===== config.mk =====
export PLATFORM = sky130hd
export DESIGN_NAME = vc_resource_ctl_status
export DESIGN_NICKNAME = d
export VERILOG_FILES = /design/src/verilog/vc_resource_pkg.sv /design/src/verilog/vc_resource_ctl_status.sv
export VERILOG_INCLUDE_DIRS = /design/src /design/src/verilog
export SDC_FILE = /design/constraint.sdc
export NUM_CORES = 1
export LEC_CHECK = 0
export BUFFER_PORTS_ARGS = -buffer_cell sky130_fd_sc_hd__buf_4
export CAP_MARGIN = 20
export CORE_AREA = 2 2 139 141
export DETAILED_ROUTE_END_ITERATION = 8
export DIE_AREA = 0 0 141 143
export GPL_TIMING_DRIVEN = 0
export PLACE_DENSITY = 0.74
export SLEW_MARGIN = 10
export SYNTH_ARGS = -nofsm -noshare
export SYNTH_HDL_FRONTEND = slang
export SYNTH_SLANG_ARGS = --single-unit

===== constraint.sdc =====
create_clock -name i_clock -period 6.7 [get_ports i_clock]
set_input_delay 1.34 -clock i_clock [delete_from_list [all_inputs] [get_ports i_clock]]
set_output_delay 1.34 -clock i_clock [all_outputs]
set_load 0.005 [all_outputs]

===== src/verilog/vc_resource_defs.svh =====
// offsets, field positions, reset values and sizes of the channel resource registers
`ifndef VC_RESOURCE_DEFS_SVH
`define VC_RESOURCE_DEFS_SVH

// register bus geometry
`define VCR_ADDR_W            12
`define VCR_DATA_W            32

// register offsets (byte addresses)
`define VCR_CONTROL_OFFSET    12'h0214
`define VCR_STATUS_OFFSET     12'h0218

// control register fields
`define VCR_MAP_LSB           0
`define VCR_MAP_MSB           7
`define VCR_MAP_RESET         8'hFF
`define VCR_MAP_FIXED_MASK    8'h01
`define VCR_LOAD_BIT          16
`define VCR_SEL_LSB           17
`define VCR_SEL_MSB           19
`define VCR_SEL_RESET         3'h0
`define VCR_ID_LSB            24
`define VCR_ID_MSB            26
`define VCR_ID_VALUE          3'h0
`define VCR_ENABLE_BIT        31
`define VCR_ENABLE_VALUE      1'h1

// status register fields
`define VCR_TABLE_PEND_BIT    16
`define VCR_NEG_PEND_BIT      17

// arbitration capability per port kind
`define VCR_CAP_UPSTREAM      8'h03
`define VCR_CAP_DOWNSTREAM    8'h01
`define VCR_CAP_W             8

// arbitration table geometry
`define VCR_PHASES            32
`define VCR_PORT_ID_W         4

`endif


===== src/verilog/vc_resource_pkg.sv =====
// types shared by the channel resource control and status registers
package vc_resource_pkg;

  // register port request from configuration space
  typedef struct packed {
    logic [11:0] addr;
    logic [31:0] wdata;
    logic        wr;
    logic        rd;
  } reg_req_t;

  // link layer state seen by the block
  typedef struct packed {
    logic dl_active;
    logic fc_init2;
  } link_state_t;

  // table load sequencer
  typedef enum logic [0:0] {
    LOAD_IDLE,
    LOAD_COPY
  } load_state_t;

  typedef logic [31:0][3:0] phase_table_t;

  // all state of the block
  typedef struct packed {
    logic [7:0]   class_to_channel_map;
    logic [2:0]   arb_scheme_select;
    logic         arb_table_pending_status;
    logic         negotiation_pending;
    logic         fc_init2_seen;
    load_state_t  load_state;
    logic         arb_load_pulse;
    phase_table_t arb_phases;
    logic [31:0]  rdata;
  } state_t;

endpackage


===== src/verilog/vc_resource_ctl_status.sv =====
// control and status registers of the single virtual channel resource of a switch port
`timescale 1ns/100ps
`include "vc_resource_defs.svh"

module vc_resource_ctl_status #(
  parameter bit UPSTREAM = 1'b1
) (
  // clock and reset
  input  wire logic                          i_clock,
  input  wire logic                          i_reset,
  // register port
  input  wire vc_resource_pkg::reg_req_t     i_req,
  output logic [31:0]                        o_rdata,
  // arbitration table and arbiter
  input  wire logic                          i_table_write,
  input  wire vc_resource_pkg::phase_table_t i_table_entries,
  output vc_resource_pkg::phase_table_t      o_arb_phases,
  output logic                               o_arb_load,
  output logic [2:0]                         o_arb_scheme_select,
  output logic                               o_arb_table_pending,
  // traffic class mapping
  output logic [7:0]                         o_class_to_channel_map,
  // link layer
  input  wire vc_resource_pkg::link_state_t  i_link,
  output logic                               o_negotiation_pending
);
  import vc_resource_pkg::*;

  localparam logic [7:0] CAPABILITY =
    UPSTREAM ? `VCR_CAP_UPSTREAM : `VCR_CAP_DOWNSTREAM;

  state_t state_reg;
  state_t state_next;

  // a scheme uses the table only if the capability advertises it and it is not the hardware fixed round robin
  function automatic logic scheme_uses_table(input logic [2:0] sel,
                                             input logic [7:0] cap);
    logic supported;
    supported = cap[sel];
    return supported && (sel != 3'h0);
  endfunction

  function automatic logic [31:0] control_word(input state_t s);
    logic [31:0] w;
    w = 32'h0000_0000;
    w[`VCR_MAP_MSB:`VCR_MAP_LSB] = s.class_to_channel_map;
    w[`VCR_LOAD_BIT]             = 1'b0;
    w[`VCR_SEL_MSB:`VCR_SEL_LSB] = s.arb_scheme_select;
    w[`VCR_ID_MSB:`VCR_ID_LSB]   = `VCR_ID_VALUE;
    w[`VCR_ENABLE_BIT]           = `VCR_ENABLE_VALUE;
    return w;
  endfunction

  function automatic logic [31:0] status_word(input state_t s);
    logic [31:0] w;
    w = 32'h0000_0000;
    w[`VCR_TABLE_PEND_BIT] = UPSTREAM && s.arb_table_pending_status;
    w[`VCR_NEG_PEND_BIT]   = s.negotiation_pending;
    return w;
  endfunction

  always_comb begin
    logic ctl_hit;
    logic sts_hit;
    logic load_req;
    ctl_hit  = (i_req.addr == `VCR_CONTROL_OFFSET);
    sts_hit  = (i_req.addr == `VCR_STATUS_OFFSET);
    load_req = 1'b0;

    state_next = state_reg;
    state_next.arb_load_pulse = 1'b0;

    // control register write
    if (i_req.wr && ctl_hit) begin
      // class zero can never be unmapped
      state_next.class_to_channel_map =
        i_req.wdata[`VCR_MAP_MSB:`VCR_MAP_LSB] | `VCR_MAP_FIXED_MASK;
      // no legality check: software keeps to the advertised schemes
      state_next.arb_scheme_select = i_req.wdata[`VCR_SEL_MSB:`VCR_SEL_LSB];
      // judged on the scheme being written in the same word
      load_req = UPSTREAM && i_req.wdata[`VCR_LOAD_BIT] &&
                 scheme_uses_table(i_req.wdata[`VCR_SEL_MSB:`VCR_SEL_LSB],
                                   CAPABILITY);
    end

    // table load sequencer
    unique case (state_reg.load_state)
      LOAD_IDLE: begin
        if (load_req) begin
          state_next.load_state = LOAD_COPY;
        end
      end
      LOAD_COPY: begin
        // all phases latched together, never a mix of old and new
        state_next.arb_phases     = i_table_entries;
        state_next.arb_load_pulse = 1'b1;
        state_next.arb_table_pending_status = 1'b0;
        if (!load_req) begin
          state_next.load_state = LOAD_IDLE;
        end
      end
    endcase

    // a table write beats the completing load, the copy may be stale
    if (i_table_write && UPSTREAM) begin
      state_next.arb_table_pending_status = 1'b1;
    end

    // flow control negotiation tracking
    state_next.fc_init2_seen = i_link.fc_init2;
    if (!i_link.dl_active && !i_link.fc_init2) begin
      // link retrains: negotiation starts over
      state_next.negotiation_pending = 1'b1;
    end
    if (state_reg.fc_init2_seen && !i_link.fc_init2) begin
      state_next.negotiation_pending = 1'b0;
    end

    // read data stand for exactly the cycle after the strobe
    state_next.rdata = 32'h0000_0000;
    if (i_req.rd) begin
      if (ctl_hit) begin
        state_next.rdata = control_word(state_reg);
      end else if (sts_hit) begin
        state_next.rdata = status_word(state_reg);
      end
    end
  end

  always_ff @(posedge i_clock or posedge i_reset) begin
    if (i_reset) begin
      state_reg.class_to_channel_map     <= `VCR_MAP_RESET;
      state_reg.arb_scheme_select        <= `VCR_SEL_RESET;
      state_reg.arb_table_pending_status <= 1'b0;
      state_reg.negotiation_pending      <= 1'b0;
      state_reg.fc_init2_seen            <= 1'b0;
      state_reg.load_state               <= LOAD_IDLE;
      state_reg.arb_load_pulse           <= 1'b0;
      state_reg.arb_phases               <= '0;
      state_reg.rdata                    <= 32'h0000_0000;
    end else begin
      state_reg <= state_next;
    end
  end

  assign o_rdata                = state_reg.rdata;
  assign o_arb_phases           = state_reg.arb_phases;
  assign o_arb_load             = state_reg.arb_load_pulse;
  assign o_arb_scheme_select    = state_reg.arb_scheme_select;
  assign o_arb_table_pending    = UPSTREAM && state_reg.arb_table_pending_status;
  assign o_class_to_channel_map = state_reg.class_to_channel_map;
  assign o_negotiation_pending  = state_reg.negotiation_pending;

endmodule


After elaboration in Yosys (flattened, before gate mapping)
Memories as Yosys holds them, arrays and structs flattened.
Cells that the tools add are included.

storage, ports and cells
  flip-flop bits (word level) = 175
  bits in read-only memories = 8
  memories kept = 1

cells by class
  order comparisons = 1
  equality and inequality tests = 2
  mux-type cells = 11
  reductions and logical operators = 10

memories
  name              words  width  rd ports  clocked after memory_dff  write ports  line                          source
  (name not given)  8      1      1         0                         0            vc_resource_ctl_status.sv:39  supported = cap[sel];

operators with widths
  operator              count
  $mux 129              1
  $mux 32               2
  $eq 12x10->1 const B  2
  $mux 18               1
  $mux 1                7
  $logic_and 1x1->1     5
  $lt 3x4->1 const B    1
  $reduce_bool 2->1     2
  $reduce_bool 3->1     1
  $logic_not 1->1       2

Logic depth before layout (Yosys ltp)
  depth in word-level cells = 6
  depth in mapped cells = 4

Worst setup path before layout
No wires, ideal clock.

  path type = input-to-reg
  start = input i_req[42] (netlist bit)
  end = register state_reg, in the netlist o_arb_scheme_select[0]
  arrival = 2225 ps
  setup slack = 4351 ps
  stages = 3
  cells stage by stage = nor4b_4 nand4_4 mux2_2

between the ends
  word-level cells in the longest chain between the ends = 2

RTL lines
  what                    line                           source
  start, declared         vc_resource_ctl_status.sv:12   input wire vc_resource_pkg::reg_req_t i_req,
  $eq 12x10->1 (no line)  -
  $logic_and 1x1->1       vc_resource_ctl_status.sv:74   if (i_req.wr && ctl_hit) begin
  end signal, assigned    vc_resource_ctl_status.sv:142  state_reg <= state_next;
  end, declared           vc_resource_ctl_status.sv:32   state_t state_reg;

No other way between the ends.
A chain may end at the register's enable or synchronous reset.

Worst setup path after layout
  start = register state_reg, in the netlist o_class_to_channel_map[7]
  end = output o_class_to_channel_map[7]

RTL lines
  what           line                          source
  end, declared  vc_resource_ctl_status.sv:22  output logic [7:0] o_class_to_channel_map,

No word-level cell between the ends.

==> impl_results.md <==
* Htree depth at 4
* Final setup TNS at 0 ns
* Antenna cell count at 0
* Post-CTS Setup Bufs at 0
* Min cycle time layout at roughly 2.5 ns
* Max Clk Rate at 401 MHz
* GR Util met3 at 0.0513
* Area growth syn-to-layout at 47.7%
* Simple-gate portion of the synthesized area at 0.0309
* Later-pin clock latency in the skew report at 0.41 ns
* I/O Pins at ~350
* Clock Pin Slew Worst Setup and Hold Paths at 0.06 ns
* Die Ht at 143 µm
* CP Cell Sequence: buf_4 > buf_4
* Hold Path End: o_negotiation_pending
* Int Power at 1.65 mW
* Arr. time, crit path at 1.16 ns
* Cts hold-fix bufs at 0
* Placer congestion estimate at 0.752
* Antenna violation net count after detailed routing at 0
* Share of the synthesized area in the top cell type at 0.525
* Gate power share at 0.054
* Reg-to-reg setup timing slack at about 4.9 ns
* Power per Cell Area at 199 mW/mm²
* GR met2 Demand/Resource at 0.273
* Slowest cell on the critical path: dfstp_2
* Post-Route WL at 15700 µm
* Synth Area per Inst at 13.7 µm²
* Largest register FFs at 128
* Reg2reg end: o_arb_phases[79]
* Initial drt markers at 66
* Critical Path Source Type: register
* Non-Filler Instances at 1111
* Main combinational cell family by area after synthesis: multiplexers
* Wirelength per Cell at 14.2 µm
* GRT overflow at 0
* Kind of critical path: reg2out
* Final net count at ~1000
* Vias per std cell at roughly 4.2
* Fill count at 1619
* Synthesized area at 0.00705 mm²
* Mux cell area share after synthesis at 0.220
* First-pass GRT wire length at 24200 µm
* IO Port Bufs at 311
* CTS Buffer Depth at 2
* Placed cells at 1079
* Die width at 141 µm
* Final Skew at 0.0123 ns
* # clock sinks at 155
* Reg power frac at 0.453
* Synth cell types at 25
* DRT Pass-1 Iters at 4
* Top post-synthesis cells by area: dfrtp_1 53%, mux2_2 22%, buf_4 18%
* Post-synthesis compound-gate area fraction at 0.00248
* CP endpoint kind: primary output
* Top cell type by total area after synthesis: dfrtp_1
* Buf/Inv on CP at 2
* Status: completed
* CP dominant cell by count: buf_4
* Worst vdd ir at 0.159 mV
* Final Hold Viols at 0
* Slew Limit Fails at 0
* RSZ-0062 raised after global routing: no
* WP data required at 5.36 ns
* CP Max Fanout at 3
* Total power at 2.07 mW
* Number of global-route vias before repair at approximately 4700
* Clock Tree Root: clkbuf_16
* Hold Path Class: reg2reg
* Worst slew margin at 0.517
* # DRC at 0
* Sw Share at 0.206
* Max stage delay on crit path at 0.54 ns
* Final HPWL from detailed placement at ~12000 µm
* CP delay by family, top: flip-flops
* XOR/XNOR Fraction of Synth Area at 0
* Busiest metal layer after global routing: met2
* Row cnt at 50
* Critical R2R Launch: state_reg[161]
* Final worst-path cycle share at 0.373
* GRT met1 Usage at 0.172
* Pleak at 5.95 nW
* Ys Warns at 0
* Worst-case reg-to-reg path depth at 3
* TritonCTS Buffers at 17
* Total track usage at 0.155
* Worst Setup SP: o_class_to_channel_map[7]
* CTS tree: built
* Total die area at 0.0202 mm²
* Adder-cell area share of the yosys netlist at 0
* Initial antenna violation count at 0
* Endpoints failing setup at 0
* #FFs+latches synth at roughly 160
* Post-synthesis cell count at 515
* Layout cells sized above 1 at 0.771
* Pin count of the biggest net entering global routing at 98
* Resized Gates After CTS at 0
* Register area share after synthesis at 0.551
* Core ar. at between 0.015 and 0.02 mm²
* Least-Margin Pin Slew at 0.724 ns
* Min-Delay Startpoint: state_reg[162]
* Hold Crit Depth at 1
* Starting density of the core at 0.380
* Switching power total at about 0.43 mW
* Via Count at 4650
* MaxCap Viol Count at 0
* Clock Power Share at 0.494
[cell usage in the layout (no fill, tap or decap)]
cell type,synthesis,layout
a21o_1,1,1
a21oi_1,2,2
and2_1,9,9
and3b_1,1,1
and4_1,1,1
buf_16,0,1
buf_2,13,13
buf_4,171,482
bufinv_16,0,4
clkbuf_1,2,3
clkbuf_16,0,17
clkbuf_8,0,1
clkinv_2,0,1
clkinv_4,0,1
clkinvlp_4,0,4
conb_1,2,20
dfrtp_1,148,148
dfstp_2,7,7
inv_1,3,2
inv_6,0,3
inv_8,0,1
mux2_2,138,138
nand2_1,3,3
nand3_1,1,1
nand3b_1,1,1
nand4_1,1,1
nand4_4,1,1
nor2_1,3,3
nor2b_1,1,1
nor3_1,1,1
nor3b_1,1,1
nor4_1,1,1
nor4b_1,1,1
nor4b_4,2,2
[power by group through the flow]
stage	Clock [mW]	Combinational (mW)	Sequential [mW]
final	1.02	0.111	0.939
after global routing	1.10	0.123	0.938
after CTS	1.06	0.113	0.939
after detailed placement	0	0.113	0.956
after global placement	0	0.109	0.956
after floorplan	0	0.0306	0.956
[worst max path at each step]
stage | endpoint | slack (ns) | cells past startpoint
finish | o_class_to_channel_map[7] | 4.20 | 2
global route | o_class_to_channel_map[7] | 4.15 | 2
CTS | o_class_to_channel_map[7] | 4.18 | 2
detailed placement | o_arb_scheme_select[1] | 4.10 | 4
global placement | o_arb_phases[91] | -0.85 | 2
floorplan | o_arb_load | 1.19 | 1
[cells by family (layout without fill, tap and decap cells)]
family,after synthesis,after routing
buf+inv,189,533
compound gates,3,3
mux,138,138
other cells,2,20
flops,155,155
simple gates,28,28
[Yosys cell counts]
| cell | number |
|---|---|
| inv_1 | 3 |
| nand3_1 | 1 |
| nor2_1 | 3 |
| dfrtp_1 | 148 |
| nor2b_1 | 1 |
| buf_4 | 171 |
| a21oi_1 | 2 |
| nor4_1 | 1 |
| nand2_1 | 3 |
| clkbuf_1 | 2 |
| nor4b_1 | 1 |
| nand4_4 | 1 |
| and4_1 | 1 |
| dfstp_2 | 7 |
| nor3_1 | 1 |
| mux2_2 | 138 |
| nand3b_1 | 1 |
| nor3b_1 | 1 |
| nand4_1 | 1 |
| and2_1 | 9 |
| a21o_1 | 1 |
| nor4b_4 | 2 |
| buf_2 | 13 |
| and3b_1 | 1 |
| conb_1 | 2 |
[area by class of cell]
class	instances	area [µm²]	area share
buffer	186	1360	0.130
clock buffer	19	443	0.0425
clock inverter	13	190	0.0183
inverter	3	18.8	0.00180
multi-input combinational	189	1860	0.179
sequential	155	3890	0.373
tap	234	293	0.0281
timing repair buffer	312	2360	0.227
[stage by stage]
| stage | hold slack [ns] | area, µm² | setup WS (ns) | utilization |
|---|---|---|---|---|
| global route | 0.439 | 10400 | 4.15 | 0.561 |
| CTS | 0.424 | 10400 | 4.18 | 0.561 |
| global placement | 0.404 | 9750 | -0.854 | 0.525 |
| finish | 0.422 | 10400 | 4.20 | 0.561 |
| detailed placement | 0.416 | 9780 | 4.10 | 0.526 |
| floorplan | 0.386 | 7120 | 1.19 | - |
[routing by layer]
metal | part of all wire | routed length (µm)
met1 | 0.38 | 5970
met2 | 0.52 | 8190
met3 | 0.079 | 1240
met4 | 0.021 | 326
met5 | 0 | 0
(Power assumes the default switching activity.)
